==> src/pkg/adpcm_ctrl_pkg.sv <==
// =============================================================
// control register map and serial frame layout
package adpcm_ctrl_pkg;

	// =============================================================
	// widths
	localparam int REG_W      = 8;
	localparam int ADDR_W     = 3;
	localparam int FRAME_LONG = 16;
	localparam int FRAME_MAIN = 12;  // bits kept for decode
	localparam int HDR_BITS   = 4;
	localparam int CNT_W      = 5;
	localparam int GAIN_W     = 3;
	localparam int BITS_W     = 4;
	localparam int PIN_W      = 4;

	// frame lengths and bit counter limits
	localparam logic [CNT_W-1:0] FRAME_SHORT_C = 5'h0c;
	localparam logic [CNT_W-1:0] FRAME_LONG_C  = 5'h10;
	localparam logic [CNT_W-1:0] HDR_C         = 5'h04;
	localparam logic [CNT_W-1:0] CNT_MAX_C     = 5'h1f;

	// decode positions inside the last twelve bits of a frame
	localparam int FRM_RW_BIT   = 11;  // 1 = read
	localparam int FRM_ADDR_MSB = 10;
	localparam int FRM_ADDR_LSB = 8;
	localparam int FRM_DATA_MSB = 7;

	// register addresses
	localparam logic [ADDR_W-1:0] ADDR_POWER = 3'h0;
	localparam logic [ADDR_W-1:0] ADDR_MODE  = 3'h1;
	localparam logic [ADDR_W-1:0] ADDR_PATH  = 3'h2;
	localparam logic [ADDR_W-1:0] ADDR_SIDE  = 3'h3;

	// power_control fields
	localparam int PWR_PDN_BIT = 5;
	// adpcm_mode_control fields
	localparam int MODE_HI_BIT   = 7;
	localparam int MODE_LO_BIT   = 6;
	localparam int MODE_TXRST    = 5;
	localparam int MODE_RXRST    = 4;
	localparam int MODE_TXMUTE   = 3;
	localparam int MODE_RXMUTE   = 2;
	localparam int MODE_RXPAD    = 0;
	// pcm_path_gain_control fields
	localparam int PATH_TXOFF    = 7;
	localparam int PATH_TXG_LSB  = 4;
	localparam int PATH_RXOFF    = 3;
	localparam int PATH_RXG_LSB  = 0;
	// sidetone_filter_control fields
	localparam int SIDE_G_LSB    = 5;
	localparam int SIDE_HPF_CUT  = 1;
	localparam int SIDE_HPF_DIS  = 0;

	// reset values, don't care bits taken as zero
	localparam logic [REG_W-1:0] POWER_RST = 8'h00;
	localparam logic [REG_W-1:0] MODE_RST  = 8'h00;
	localparam logic [REG_W-1:0] PATH_RST  = 8'h33;
	localparam logic [REG_W-1:0] SIDE_RST  = 8'h00;

	localparam logic [GAIN_W-1:0] SIDETONE_OFF = 3'h0;

	// pin order {powerdown, select, data, clock}; powerdown held low at reset
	localparam logic [PIN_W-1:0] PIN_SYNC_RST = 4'h4;

	// code width select, implicit encoding 00,01,10,11
	typedef enum logic [1:0] {
		WIDTH_4BIT,
		WIDTH_8BIT,
		WIDTH_3BIT,
		WIDTH_2BIT
	} adpcm_width_e;

	localparam logic [BITS_W-1:0] BITS_4 = 4'h4;
	localparam logic [BITS_W-1:0] BITS_8 = 4'h8;
	localparam logic [BITS_W-1:0] BITS_3 = 4'h3;
	localparam logic [BITS_W-1:0] BITS_2 = 4'h2;

endpackage

==> src/core/adpcm_codec_control_regs.sv <==
`timescale 1ns/10ps
// Overview of operation
// power-down bit powers whole device down
// pin held high; power-down ORs inverted pin
// controller writes zero to all test bits
// powerdown pin low loads all initial values
// width field selects 4, 8, 3, 2 bits
// reset bits reset transmit and receive coder
// both coder reset bits set together
// coder reset held one sample period
// mute bits mute transmit and receive data
// pad bit inserts 12 dB receive loss
// pcm disable bits turn paths off
// three-bit gains, 2 dB steps
// sidetone code zero off, else gain
// cutoff select picks 0.0275 or 0.0200
// hpf disable bit bypasses high-pass filter
// burst or continuous shift clock accepted
// control frames of 12 or 16 bits
// writes leave other registers and fields intact
module adpcm_codec_control_regs (
	input  wire logic                              clk_sys,
	input  wire logic                              rst_b,
	input  wire logic                              powerdown_reset_pin_b,
	input  wire logic                              shift_clock_in,
	input  wire logic                              serial_control_input,
	input  wire logic                              controlSelect_b,
	output logic                                   serialControlOutput,
	output logic                                   serialOutputEn_b,
	output logic                                   devicePowerDown,
	output logic      [adpcm_ctrl_pkg::BITS_W-1:0] adpcmBitsPerSample,
	output logic                                   txCoderReset,
	output logic                                   rxCoderReset,
	output logic                                   txAdpcmMute,
	output logic                                   rxAdpcmMute,
	output logic                                   rxPadInsert,
	output logic                                   txPcmEnable,
	output logic                                   rxPcmEnable,
	output logic      [adpcm_ctrl_pkg::GAIN_W-1:0] txGainCode,
	output logic      [adpcm_ctrl_pkg::GAIN_W-1:0] rxGainCode,
	output logic                                   sidetoneOn,
	output logic      [adpcm_ctrl_pkg::GAIN_W-1:0] sidetoneGainCode,
	output logic                                   hpfCutoffLow,
	output logic                                   hpfEnable
);
	import adpcm_ctrl_pkg::*;

	// =============================================================
	// pin synchronisation and frame receiver
	logic [PIN_W-1:0]      pinsSync;
	logic                  sclkSync;
	logic                  dinSync;
	logic                  selSync_b;
	logic                  pdnSync_b;
	logic [ADDR_W-1:0]     headerAddr;
	logic                  frameDone;
	logic [FRAME_MAIN-1:0] frameWord;
	logic [REG_W-1:0]      readByte;
	logic                  rxSerialOut;
	logic                  rxSerialEn_b;

	pin_synchroniser #(
		.WIDTH   (PIN_W),
		.RST_VAL (PIN_SYNC_RST)
	) u_pins (
		.clk_sys (clk_sys),
		.rst_b   (rst_b),
		.pinsIn  ({powerdown_reset_pin_b, controlSelect_b, serial_control_input,
			shift_clock_in}),
		.pinsOut (pinsSync)
	);

	assign sclkSync  = pinsSync[0];
	assign dinSync   = pinsSync[1];
	assign selSync_b = pinsSync[2];
	assign pdnSync_b = pinsSync[3];

	serial_frame_rx u_rx (
		.clk_sys       (clk_sys),
		.rst_b         (rst_b),
		.sclkSync      (sclkSync),
		.dinSync       (dinSync),
		.selSync_b     (selSync_b),
		.readByte      (readByte),
		.headerAddr    (headerAddr),
		.frameDone     (frameDone),
		.frameWord     (frameWord),
		.serialOut     (rxSerialOut),
		.serialOutEn_b (rxSerialEn_b)
	);

	// =============================================================
	// register and output state
	typedef struct packed {
		logic [REG_W-1:0]  powerReg;
		logic [REG_W-1:0]  modeReg;
		logic [REG_W-1:0]  pathReg;
		logic [REG_W-1:0]  sideReg;
		logic              sdo;
		logic              sdoEn_b;
		logic              pdnOut;
		logic [BITS_W-1:0] bitsOut;
		logic              txRst;
		logic              rxRst;
		logic              txMute;
		logic              rxMute;
		logic              rxPad;
		logic              txPcmOn;
		logic              rxPcmOn;
		logic [GAIN_W-1:0] txGain;
		logic [GAIN_W-1:0] rxGain;
		logic              stOn;
		logic [GAIN_W-1:0] stGain;
		logic              hpfLow;
		logic              hpfOn;
	} ctrl_s;

	ctrl_s s;
	ctrl_s n;

	logic              frameWrite;
	logic [ADDR_W-1:0] frameAddr;
	logic [REG_W-1:0]  frameData;

	assign frameWrite = frameDone & ~frameWord[FRM_RW_BIT];
	assign frameAddr  = frameWord[FRM_ADDR_MSB:FRM_ADDR_LSB];
	assign frameData  = frameWord[FRM_DATA_MSB:0];

	// read-back mux; unmapped addresses read zero
	always_comb begin
		case (headerAddr)
			ADDR_POWER: readByte = s.powerReg;
			ADDR_MODE:  readByte = s.modeReg;
			ADDR_PATH:  readByte = s.pathReg;
			ADDR_SIDE:  readByte = s.sideReg;
			default:    readByte = '0;
		endcase
	end

	// code width to bits per sample
	function automatic logic [BITS_W-1:0] widthBits(input logic [1:0] code);
		// width decode
		case (adpcm_width_e'(code))
			WIDTH_4BIT: widthBits = BITS_4;
			WIDTH_8BIT: widthBits = BITS_8;
			WIDTH_3BIT: widthBits = BITS_3;
			WIDTH_2BIT: widthBits = BITS_2;
			default:    widthBits = BITS_4;
		endcase
	endfunction

	// =============================================================
	// next state
	always_comb begin
		n = s;
		if (!pdnSync_b) begin
			// pin reset loads
			n.powerReg = POWER_RST;
			n.modeReg  = MODE_RST;
			n.pathReg  = PATH_RST;
			n.sideReg  = SIDE_RST;
		end else if (frameWrite) begin
			// only addressed register
			case (frameAddr)
				ADDR_POWER: n.powerReg = frameData;
				ADDR_MODE:  n.modeReg  = frameData;
				ADDR_PATH:  n.pathReg  = frameData;
				ADDR_SIDE:  n.sideReg  = frameData;
				default:    n.powerReg = s.powerReg;
			endcase
		end

		// readback pin stays passive unless the frame's first bit is 1, which is the read bit only in a 12-bit frame
		n.sdo     = rxSerialOut;
		n.sdoEn_b = rxSerialEn_b;

		// pin ORed in
		n.pdnOut  = s.powerReg[PWR_PDN_BIT] | ~pdnSync_b;
		n.bitsOut = widthBits({s.modeReg[MODE_HI_BIT], s.modeReg[MODE_LO_BIT]});
		// coder resets follow bits; width of pulse is software's duty
		n.txRst   = s.modeReg[MODE_TXRST];
		n.rxRst   = s.modeReg[MODE_RXRST];
		// mute controls
		n.txMute  = s.modeReg[MODE_TXMUTE];
		n.rxMute  = s.modeReg[MODE_RXMUTE];
		// receive pad
		n.rxPad   = s.modeReg[MODE_RXPAD];
		// pcm path enables, inverted sense
		n.txPcmOn = ~s.pathReg[PATH_TXOFF];
		n.rxPcmOn = ~s.pathReg[PATH_RXOFF];
		// gain codes
		n.txGain  = s.pathReg[PATH_TXG_LSB +: GAIN_W];
		n.rxGain  = s.pathReg[PATH_RXG_LSB +: GAIN_W];
		// sidetone off at zero
		n.stGain  = s.sideReg[SIDE_G_LSB +: GAIN_W];
		n.stOn    = s.sideReg[SIDE_G_LSB +: GAIN_W] != SIDETONE_OFF;
		// cutoff select
		n.hpfLow  = s.sideReg[SIDE_HPF_CUT];
		// filter bypass
		n.hpfOn   = ~s.sideReg[SIDE_HPF_DIS];
	end

	// power-down output set at reset, held until the synchronised pin reads high on the third edge after release
	always_ff @(posedge clk_sys or negedge rst_b) begin
		if (!rst_b) begin
			s <= '{powerReg: POWER_RST, modeReg: MODE_RST, pathReg: PATH_RST,
				sideReg: SIDE_RST, sdo: 1'b0, sdoEn_b: 1'b1, pdnOut: 1'b1,
				bitsOut: BITS_4, txRst: 1'b0, rxRst: 1'b0, txMute: 1'b0,
				rxMute: 1'b0, rxPad: 1'b0, txPcmOn: 1'b1, rxPcmOn: 1'b1,
				txGain: PATH_RST[PATH_TXG_LSB +: GAIN_W],
				rxGain: PATH_RST[PATH_RXG_LSB +: GAIN_W],
				stOn: 1'b0, stGain: SIDETONE_OFF, hpfLow: 1'b0, hpfOn: 1'b1};
		end else begin
			s <= n;
		end
	end

	// =============================================================
	// output ports
	assign serialControlOutput = s.sdo;
	assign serialOutputEn_b    = s.sdoEn_b;
	assign devicePowerDown     = s.pdnOut;
	assign adpcmBitsPerSample  = s.bitsOut;
	assign txCoderReset        = s.txRst;
	assign rxCoderReset        = s.rxRst;
	assign txAdpcmMute         = s.txMute;
	assign rxAdpcmMute         = s.rxMute;
	assign rxPadInsert         = s.rxPad;
	assign txPcmEnable         = s.txPcmOn;
	assign rxPcmEnable         = s.rxPcmOn;
	assign txGainCode          = s.txGain;
	assign rxGainCode          = s.rxGain;
	assign sidetoneOn          = s.stOn;
	assign sidetoneGainCode    = s.stGain;
	assign hpfCutoffLow        = s.hpfLow;
	assign hpfEnable           = s.hpfOn;
endmodule // adpcm_codec_control_regs

==> src/core/pin_synchroniser.sv <==
`timescale 1ns/10ps
// =============================================================
// two flip-flop synchroniser for asynchronous pins
module pin_synchroniser #(
	parameter int                WIDTH   = 1,
	parameter logic [WIDTH-1:0] RST_VAL = '0
) (
	input  wire logic             clk_sys,
	input  wire logic             rst_b,
	input  wire logic [WIDTH-1:0] pinsIn,
	output logic      [WIDTH-1:0] pinsOut
);
	typedef struct packed {
		logic [WIDTH-1:0] stage1;
		logic [WIDTH-1:0] stage2;
	} sync_s;

	sync_s stateReg;
	sync_s stateNext;

	// first stage feeds only the second stage
	always_comb begin
		stateNext        = stateReg;
		stateNext.stage1 = pinsIn;
		stateNext.stage2 = stateReg.stage1;
	end

	always_ff @(posedge clk_sys or negedge rst_b) begin
		if (!rst_b) begin
			stateReg <= {RST_VAL, RST_VAL};
		end else begin
			stateReg <= stateNext;
		end
	end

	assign pinsOut = stateReg.stage2;
endmodule // pin_synchroniser

==> src/core/serial_frame_rx.sv <==
`timescale 1ns/10ps
// =============================================================
// serial control frame receiver, works on synchronised pins
module serial_frame_rx (
	input  wire logic                                  clk_sys,
	input  wire logic                                  rst_b,
	input  wire logic                                  sclkSync,
	input  wire logic                                  dinSync,
	input  wire logic                                  selSync_b,
	input  wire logic [adpcm_ctrl_pkg::REG_W-1:0]      readByte,
	output logic      [adpcm_ctrl_pkg::ADDR_W-1:0]     headerAddr,
	output logic                                       frameDone,
	output logic      [adpcm_ctrl_pkg::FRAME_MAIN-1:0] frameWord,
	output logic                                       serialOut,
	output logic                                       serialOutEn_b
);
	import adpcm_ctrl_pkg::*;

	typedef struct packed {
		logic                  clkPrev;
		logic                  selPrev;
		logic [FRAME_LONG-1:0] shift;
		logic [CNT_W-1:0]      count;
		logic                  done;
		logic                  loaded;
		logic                  reading;
		logic [REG_W-1:0]      shadow;
		logic                  outBit;
		logic                  outEn_b;
	} rx_s;

	rx_s s;
	rx_s n;

	// =============================================================
	// frame capture
	always_comb begin
		n         = s;
		n.done    = 1'b0;
		n.clkPrev = sclkSync;
		n.selPrev = selSync_b;
		if (selSync_b) begin
			n.count   = '0;
			n.loaded  = 1'b0;
			n.reading = 1'b0;
			n.outBit  = 1'b0;
			n.outEn_b = 1'b1;
			// frame length check
			if (!s.selPrev && (s.count == FRAME_SHORT_C || s.count == FRAME_LONG_C)) begin
				n.done = 1'b1;
			end
		end else begin
			// only edges inside frame
			if (sclkSync && !s.clkPrev) begin
				n.shift = {s.shift[FRAME_LONG-2:0], dinSync};
				if (s.count != CNT_MAX_C) begin
					n.count = s.count + 1'b1;
				end
				if (s.reading) begin
					n.outBit = s.shadow[REG_W-1];
					n.shadow = {s.shadow[REG_W-2:0], 1'b0};
				end
			end else if (s.count == HDR_C && !s.loaded) begin
				// header complete: latch read byte one cycle after its address settles
				n.loaded  = 1'b1;
				n.reading = s.shift[HDR_BITS-1];
				n.outEn_b = ~s.shift[HDR_BITS-1];
				n.outBit  = readByte[REG_W-1] & s.shift[HDR_BITS-1];
				n.shadow  = {readByte[REG_W-2:0], 1'b0};
			end
		end
	end

	always_ff @(posedge clk_sys or negedge rst_b) begin
		if (!rst_b) begin
			s <= '{clkPrev: 1'b0, selPrev: 1'b1, shift: '0, count: '0, done: 1'b0,
				loaded: 1'b0, reading: 1'b0, shadow: '0, outBit: 1'b0, outEn_b: 1'b1};
		end else begin
			s <= n;
		end
	end

	assign headerAddr    = s.shift[ADDR_W-1:0];
	assign frameDone     = s.done;
	assign frameWord     = s.shift[FRAME_MAIN-1:0];
	assign serialOut     = s.outBit;
	assign serialOutEn_b = s.outEn_b;
endmodule // serial_frame_rx

==> config.mk <==
export PLATFORM = sky130hd
export DESIGN_NAME = adpcm_codec_control_regs
export DESIGN_NICKNAME = d
export VERILOG_FILES = /design/src/pkg/adpcm_ctrl_pkg.sv /design/src/core/adpcm_codec_control_regs.sv /design/src/core/pin_synchroniser.sv /design/src/core/serial_frame_rx.sv
export SDC_FILE = /design/constraint.sdc
export NUM_CORES = 1
export LEC_CHECK = 0
export BUFFER_PORTS_ARGS = -buffer_cell sky130_fd_sc_hd__clkbuf_2
export CAP_MARGIN = 20
export CORE_UTILIZATION = 40
export DETAILED_ROUTE_END_ITERATION = 7
export GPL_ROUTABILITY_DRIVEN = 1
export PLACE_DENSITY = 0.62
export SLEW_MARGIN = 15
export SYNTH_ARGS = -nofsm -noshare
export SYNTH_HDL_FRONTEND = slang
export SYNTH_SLANG_ARGS = --single-unit
==> constraint.sdc <==
create_clock -name clk_sys -period 2.1 [get_ports clk_sys]
set_input_delay 0.21 -clock clk_sys [delete_from_list [all_inputs] [get_ports clk_sys]]
set_output_delay 0.21 -clock clk_sys [all_outputs]
set_load 0.05 [all_outputs]
==> After elaboration in Yosys (flattened, before gate mapping) <==
Index checks and enable logic that the tools add are counted.
{ "totals": {"reg_bits": 98, "input_bits": 6, "out_inout_bits": 26, "wordCells": 110} }
{ "op_classes": {"add_sub_neg": 1, "n_eq_ne": 21, "muxes": 20, "bitwise": 10, "reduce_logical": 25} }
{ "ops": {"columns": ["op", "count"], "rows": [
  ["2-to-1 mux 32 bit", 2],
  ["2-to-1 mux 8 bit", 4],
  ["one-hot mux 8 bit (4 select lines)", 1],
  ["2-to-1 mux 9 bit", 2],
  ["one-hot mux 4 bit (4 select lines)", 1],
  ["AND reduction 2 bit", 8],
  ["2-to-1 mux 5 bit", 3],
  ["equality test 3 x 2 -> 1 bit (second input constant)", 4],
  ["2-to-1 mux 12 bit", 1],
  ["inequality test 2 bit (second input constant)", 6],
  ["nonzero test 2 bit", 4],
  ["inverter 1 bit", 7],
  ["equality test 3 x 1 -> 1 bit (second input constant)", 2],
  ["logical NOT 3 bit", 2],
  ["2-to-1 mux 2 bit", 3],
  ["nonzero test 3 bit", 2],
  ["adder 5 x 1 -> 5 bit (second input constant)", 1],
  ["equality test 5 x 3 -> 1 bit (second input constant)", 1],
  ["equality test 5 x 4 -> 1 bit (second input constant)", 1],
  ["equality test 5 bit (second input constant)", 1],
  ["inequality test 5 bit (second input constant)", 1],
  ["equality test 2 bit (second input constant)", 2],
  ["logical AND 1 bit", 3],
  ["logical NOT 1 bit", 3],
  ["other kinds (9)", 12]
]} }

==> Logic depth before layout (Yosys ltp) <==
Gate-level depths: netlist of the first run.
{ "depth": {"ltp_word": 6, "mapped_depth": 6, "mapped_depth_nobuf": 6} }

==> Cells and area by module <==
Synthesis of the first run repeated with hierarchy kept, for this count alone.
{ "hier_totals": {"cells_unflattened": 329, "area_unflattened_um2": 4164.0} }
{ "modules_own_cells": {"columns": ["module", "instances", "cells_per_inst", "area_per_inst_um2", "seq_area_each_um2"], "rows": [
  ["adpcm_codec_control_regs", 1, 189, 2476.1, 1468.9],
  ["serial_frame_rx", 1, 132, 1485.2, 778.2],
  ["pin_synchroniser", 1, 8, 202.7, 202.7]
]} }

==> Least setup slack after synthesis of the first run <==
No wires, ideal clock.
{ "synth_path": {"path_type": "reg2reg", "from": "register u_pins.stateReg (netlist bit u_pins.pinsOut[2])", "to": "register u_rx.s[3] (netlist bit)", "setup_ns": 0.125, "arrival_ns": 1.647, "required_time_ns": 1.975, "slack_ns": 0.328, "path_stages_with_launch": 5, "n_path_buf": 1, "synth_period_minus_slack_ns": 1.772, "cell_sequence": "dfstp_2 -> buf_6 -> or4_4 -> o32ai_4 -> mux2_4"} }
{ "synth_via": {"elab_chain_len": 2} }
{ "synth_lines": {"columns": ["element", "line_no", "text"], "rows": [
  ["start, declared", "pin_synchroniser.sv:18", "sync_s stateReg;"],
  ["start signal, assigned", "pin_synchroniser.sv:30", "stateReg <= {RST_VAL, RST_VAL};"],
  ["start signal, assigned", "pin_synchroniser.sv:32", "stateReg <= stateNext;"],
  ["inverter 1 bit (no line)", null, null],
  ["AND reduction 3 bit (no line)", null, null],
  ["end signal, assigned", "serial_frame_rx.sv:76", "s <= '{clkPrev: 1'b0, selPrev: 1'b1, shift: '0, count: '0, done: 1'b0,"],
  ["end signal, assigned", "serial_frame_rx.sv:79", "s <= n;"],
  ["end, declared", "serial_frame_rx.sv:32", "rx_s s;"]
]} }
Every way passes these cells.
A chain may end at the register's enable or synchronous reset.

==> Worst setup path after layout of the first run <==
{ "layout_path": {"from": "register u_rx.s (netlist bit u_rx.frameWord[10])", "to": "register s (netlist bit n[15])"} }
{ "layout_via": {"elab_chain_len": 3} }
{ "layout_lines": {"columns": ["element", "line_no", "text"], "rows": [
  ["equality test 3 x 1 -> 1 bit", "adpcm_codec_control_regs.sv:164", "case (frameAddr)"],
  ["inequality test 2 bit (no line)", null, null],
  ["AND reduction 2 bit (no line)", null, null],
  ["end signal, assigned", "adpcm_codec_control_regs.sv:206", "s <= '{powerReg: POWER_RST, modeReg: MODE_RST, pathReg: PATH_RST,"],
  ["end signal, assigned", "adpcm_codec_control_regs.sv:214", "s <= n;"],
  ["end, declared", "adpcm_codec_control_regs.sv:118", "ctrl_s s;"]
]} }
Every way passes these cells.

==> results of run 1 <==
-- stage by stage --
step                      cells  util (%)  total power (W)  setup WS [ns]
after global placement      475      43.9          0.00258          0.370
after global routing        496      46.5          0.00395          0.163
after detailed placement    475      43.9          0.00259          0.323
after floorplan             331         -          0.00241          0.328
after CTS                   496      46.5          0.00381          0.275
final                       496      46.5          0.00378          0.305
-- area by class of cell --
type,instances,area (µm²),share of cell area [%]
Inverter,10,37.5,0.822
Timing Repair Buffer,52,328,7.18
Multi-Input combinational cell,188,1380,30.1
Tap cell,133,166,3.64
Clock buffer,9,124,2.71
Clock inverter,7,86.3,1.89
Sequential cell,97,2450,53.6
-- per-layer routing --
layer	vias to the layer above	global-route usage, %	part of all wire [%]
met5	-	0	0
met4	0	6.59	2.0
met3	14	3.53	4.0
met2	71	26.1	48
met1	1364	24.0	46
li1	1238	-	-
-- flip-flops by register name, indices dropped and copies added, names as in the netlist, 3 cells and up --
name and flops:
s 17, u_rx.s 16, n 15, u_rx.frameWord 12, adpcmBitsPerSample 4, u_pins.pinsOut 4, u_pins.stateNext 4, rxGainCode 3
sidetoneGainCode 3, txGainCode 3
-- power groups by stage --
stage	sequential (W)	clock, W	combinational (W)
floorplan	0.00208	0	0.000331
global placement	0.00215	0	0.000429
detailed placement	0.00215	0	0.000435
CTS	0.00212	0.00125	0.000443
global route	0.00214	0.00133	0.000478
finish	0.00212	0.00122	0.000443
-- critical path, stage by stage, from the launching register on --
cell,delay [ns]
dfrtp_1,0.45
or4b_1,0.83
o21ai_0,0.28
a21oi_1,0.10
-- worst max-delay path by stage --
stage | to | slack (ns) | cells after the start
detailed placement | n[15]$_DFFE_PN0P_ | 0.32 | 3
finish | n[15]$_DFFE_PN0P_ | 0.31 | 3
CTS | n[15]$_DFFE_PN0P_ | 0.27 | 3
global placement | u_rx.s[16]$_DFFE_PN0P_ | 0.37 | 5
floorplan | u_rx.s[3]$_DFFE_PN0P_ | 0.33 | 4
global route | u_rx.s[14]$_DFFE_PN0P_ | 0.16 | 6
-- layout by cell type (no fill, tap or decap), types with 3 or more instances in the layout --
cell type and count:
dfrtp_1 79, a21oi_1 35, o21ai_0 34, nand3_1 33
clkbuf_2 30, dfstp_2 18, buf_4 17, mux2_2 11
inv_1 9, clkbuf_8 9, mux4_2 8, nor3b_1 8
a21o_1 6, nor2_1 5, dlygate4sd3_1 5, nand2_1 4
o32a_1 4, nor2b_1 3, or3_1 3, ha_1 3
clkinv_8 3
-- cells by family after synthesis --
logic type | Yosys count
fa+ha+maj | 3
mux | 21
compound gates | 90
xor+xnor | 2
buf+inv | 46
simple gates | 72
flops | 97
==> run metrics, run 1 <==
via count=2687; Max Slew Vio Count=0; post-synthesis compound-gate area fraction=13.5%; Clock Skew=0.0146 ns; Rel. slew slack=60.0%; final setup TNS=0 ns; Vias per Instance=5.42; Boundary Pins=32; Tightest Pin Transition=0.600 ns; global-route wire length before repair=13600 µm; combinational family with the most area after synthesis=compound AO/OA/AOI/OAI gates; list of most frequent post-synthesis cells=dfrtp_1 (79), a21oi_1 (35), o21ai_0 (34), nand3_1 (33), dfstp_2 (18); Syn Area/Cell=12.3 µm²; full die area=0.0106 mm²; vias in the first global route=2618; Pre-Repair DR Iteration Count=4; post-synth net total=340; sequential share of power=56.1%; core area=0.00982 mm²; total setup buffers inserted after CTS=0; Comb power frac=11.7%; Clock Tree Buf Depth=2; Critical Path Start=u_rx.frameWord[10]$_DFFE_PN0P_; Die Span X=103 µm; Cell variety after synth=45; drc violations=0; ys flop type=dfrtp_1; Synth Area in Simple Gates=10.8%; reg2reg end=n[15]$_DFFE_PN0P_; post-synthesis mux area share=8.11%; ratio of cells with drive above 1 in the final layout=29.8%; status=finished, final reports clean; share of synthesized registers carrying an async set or reset=100%; fin crit share=85.5%; Hold Crit Class=reg -> reg; Setup Viol. Count Final=0; Synth Area in XOR/XNOR=0.432%; Switch Pwr=0.00116 W; top-area cell type share of the netlist area=48.7%; critical path type=reg -> reg; Num CTS Buffers=9; Worst VDD drop=0.000310 V; Crit path required time=2.33 ns; dpl hpwl=5150 µm; final global-route overflow total=0; design area=0.00457 mm²; maximum capacitance violations=0; clock root buffer master=clkbuf_8; fin crit period=1.79 ns; Synth area leader=dfrtp_1; WL final=8010 µm; clk_lat worst skew=0.38 ns; ANT cells=0; FP Rows=36; height of the die=103 µm; WL per Instance=16.2 µm; Post-DP Area=0.00431 mm²; synth top area cells=dfrtp_1 (49%), dfstp_2 (12%), mux4_2 (4.4%), a21oi_1 (4.3%), o21ai_0 (4.2%); Layout Area Growth over Synthesis=12.6%; Final #Nets=367; f_max=557 MHz; hold buffer count at cts=5; clock sinks=97; top-count cell post-synth=dfrtp_1; hold_sp=u_pins.stateNext[0]$_DFF_PN0_; Post-DRT Antenna Nets=0; Layout fillers=895; Leak Pwr=1.99 nW; largest net degree at the start of global routing=47; clock power share=32.2%; Worst-path clk slew=0.10 ns; CP arrival=2.03 ns; PortBufs=31; RSZ-0062 raised after global routing=no; Seq/Total Area, Yosys=60.4%; Worst R2R Path Depth=3; Power Internal=0.00262 W; Synth Instances=331; adder-cell share of the synthesized area=0.925%; CTS resizes=0; WHS Endpoint=u_pins.pinsOut[0]$_DFF_PN0_; Sw Share=30.6%; Worst setup EP type=register; Synth Register Bits=97; Initial Utilization=41.3%; Synth Cell Area=0.00406 mm²; initial antenna violation count=0; CP Max Fanout=16; GRT Total Usage=17.1%; final hold violations=0; Power Density=828 mW/mm²; H-tree Lvls=3; Ys Warns=0; hold slack=0.356 ns; Post-synth EDFFs=0; critical path startpoint category=register; worst r2r src=u_rx.frameWord[10]$_DFFE_PN0P_; reg-to-reg slack, setup=0.31 ns; GPL Wtd Cong=0.853; CTS tree=built; hold path cells=0; Detailed Route Iter0 Violations=121
Note: power is estimated with default switching activity, not from simulation.
==> inputs of run 2 (changes only) <==
--- a/config.mk
+++ b/config.mk
@@ -7,6 +7,7 @@
 export LEC_CHECK = 0
 export BUFFER_PORTS_ARGS = -buffer_cell sky130_fd_sc_hd__clkbuf_2
 export CAP_MARGIN = 20
+export CORE_ASPECT_RATIO = 1.2
 export CORE_UTILIZATION = 40
 export DETAILED_ROUTE_END_ITERATION = 7
 export GPL_ROUTABILITY_DRIVEN = 1
==> run 2 against run 1 <==
Against the previous run:
- clock power rose by 44%
- register-to-register slack lost 0.03 ns
- core utilization rose by 1.6 points
- power increased by 14%
- highest routed layer unchanged
- critical endpoint is now u_rx.s[7]$_DFFE_PN0P_
- largest power group unchanged
- count of clock-buffer cells in the layout up 2
==> run metrics, run 2 (synthesis results as in run 1) <==
final global-route overflow total=0; setup slack after layout=0.276 ns; commonest non-fill, non-tap cell in the layout=dfrtp_1; Hold Crit Class=in -> async; final hold violations=0; CP arrival=2.05 ns; ratio of cells with drive above 1 in the final layout=29.3%; reg-to-reg slack, setup=0.28 ns; fin crit period=1.82 ns; fin crit share=86.8%; Max stage delay cell, worst path=dfrtp_1; worst path buffer plus inverter count=1; FP Rows=39; Layout fillers=844; Crit path required time=2.33 ns; Die Span X=93.9 µm; Rel. slew slack=60.4%; largest net degree at the start of global routing=35; clock root buffer master=clkbuf_16; Setup Viol. Count Final=0; Clock Tree Buf Depth=2; GRT Total Usage=17.6%; full die area=0.0106 mm²; vias in the first global route=2764; Leak Pwr=2.04 nW; Layout Area Growth over Synthesis=15.1%; Power Density=926 mW/mm²; Initial Utilization=41.8%; Vias per Instance=5.60; most frequent cells in the layout=dfrtp_1 (79), a21oi_1 (35), o21ai_0 (34); WL final=8260 µm; CTS tree=built; Max Slew Vio Count=0; Largest register FFs=17; Worst-path clk slew=0.06 ns; critical path type=reg -> reg; via count=2717; pre-CTS setup slack=0.283 ns; multi-input logic area=0.00138 mm²; PortBufs=31; initial antenna violation count=0; Detailed Route Iter0 Violations=211; dpl hpwl=5330 µm; Post-DRT Antenna Nets=0; post-route insts no fill=485; CP Max Fanout=5; hold slack=0.340 ns; final setup TNS=0 ns; Final #Nets=366; Core Util, Final=48.1%; drc violations=0; core area=0.00971 mm²; status=finished, final reports clean; Worst VDD drop=0.000365 V; global-route wire length before repair=14000 µm; Clock Skew=0.00680 ns; height of the die=112 µm; Num CTS Buffers=9; GPL Wtd Cong=0.781; f_max=548 MHz; Tightest Pin Transition=0.593 ns; Boundary Pins=32; critical path startpoint category=register; RSZ-0062 raised after global routing=no; Worst setup EP type=register; CP top delay family=flip-flops; Largest Register=s; maximum capacitance violations=0; crit-path max cell delay=0.50 ns; FF/Latch Area=0.00245 mm²; CP Cell Sequence=buf_4 -> mux4_2 -> nor3b_1 -> o32a_1; clk_lat worst skew=0.35 ns; placed insts=464; total setup buffers inserted after CTS=0; Pre-Repair DR Iteration Count=4; H-tree Lvls=3; WL per Instance=17.0 µm; ANT cells=0; clock sinks=97
## run 2: metrics by stage
step,total power (W),cell area [µm²]
finish,0.00432,4670
global route,0.00450,4670
CTS,0.00435,4670
detailed placement,0.00258,4300
global placement,0.00257,4300
floorplan,0.00241,4060
## run 2: worst paths after layout
| kind | startpoint | endpoint | cells past startpoint |
|---|---|---|---|
| setup / recovery | u_rx.frameWord[0]$_DFFE_PN0P_ | u_rx.s[7]$_DFFE_PN0P_ | 4 |
| hold / removal | rst_b | u_pins.stateNext[3]$_DFF_PN0_ | 2 |
| setup reg to reg | u_rx.frameWord[0]$_DFFE_PN0P_ | u_rx.s[7]$_DFFE_PN0P_ | 4 |
| hold reg to reg | u_pins.stateNext[0]$_DFF_PN0_ | u_pins.pinsOut[0]$_DFF_PN0_ | 0 |
| max in group asynchronous | rst_b | serialOutputEn_b$_DFF_PN1_ | 3 |
| min in group clk_sys | u_pins.stateNext[0]$_DFF_PN0_ | u_pins.pinsOut[0]$_DFF_PN0_ | 0 |
## run 2: per-layer routing
metal	wire length, µm	part of all wire (%)	global-route usage, %
met5	0	0	0
met4	191	2.3	7.69
met3	459	5.6	5.89
met2	4020	49	27.0
met1	3580	43	22.8
## run 2: final cells by class
| class | instances | share of cell area, % |
|---|---|---|
| clock buffer | 11 | 5.20 |
| clock inverter | 5 | 1.69 |
| inverter | 10 | 0.804 |
| multi-input combinational | 188 | 29.4 |
| sequential | 97 | 52.5 |
| tap | 123 | 3.29 |
| timing repair buffer | 51 | 7.13 |
## run 2: worst reg2reg max path, delay by kind of cell, from the launching register on
kind	cells	cell delay, ns
AOI/OAI and AO/OA	1	0.34
DFF	1	0.50
muxes	1	0.50
buffers and inverters	1	0.21
and+or+nand+nor	1	0.15
## run 2: repair_timing
item | CTS | global route
hold buffers | 5 | 0
resized for setup | 0 | 0
hold endpoints to repair | 22 | 0
## run 2: report_power, final
group          leakage (nW)  switching, W  internal, W  total (W)
sequential             1.26      0.000172      0.00196    0.00214
combinational         0.619      0.000236     0.000188   0.000424
clock                 0.160      0.000689      0.00108    0.00176
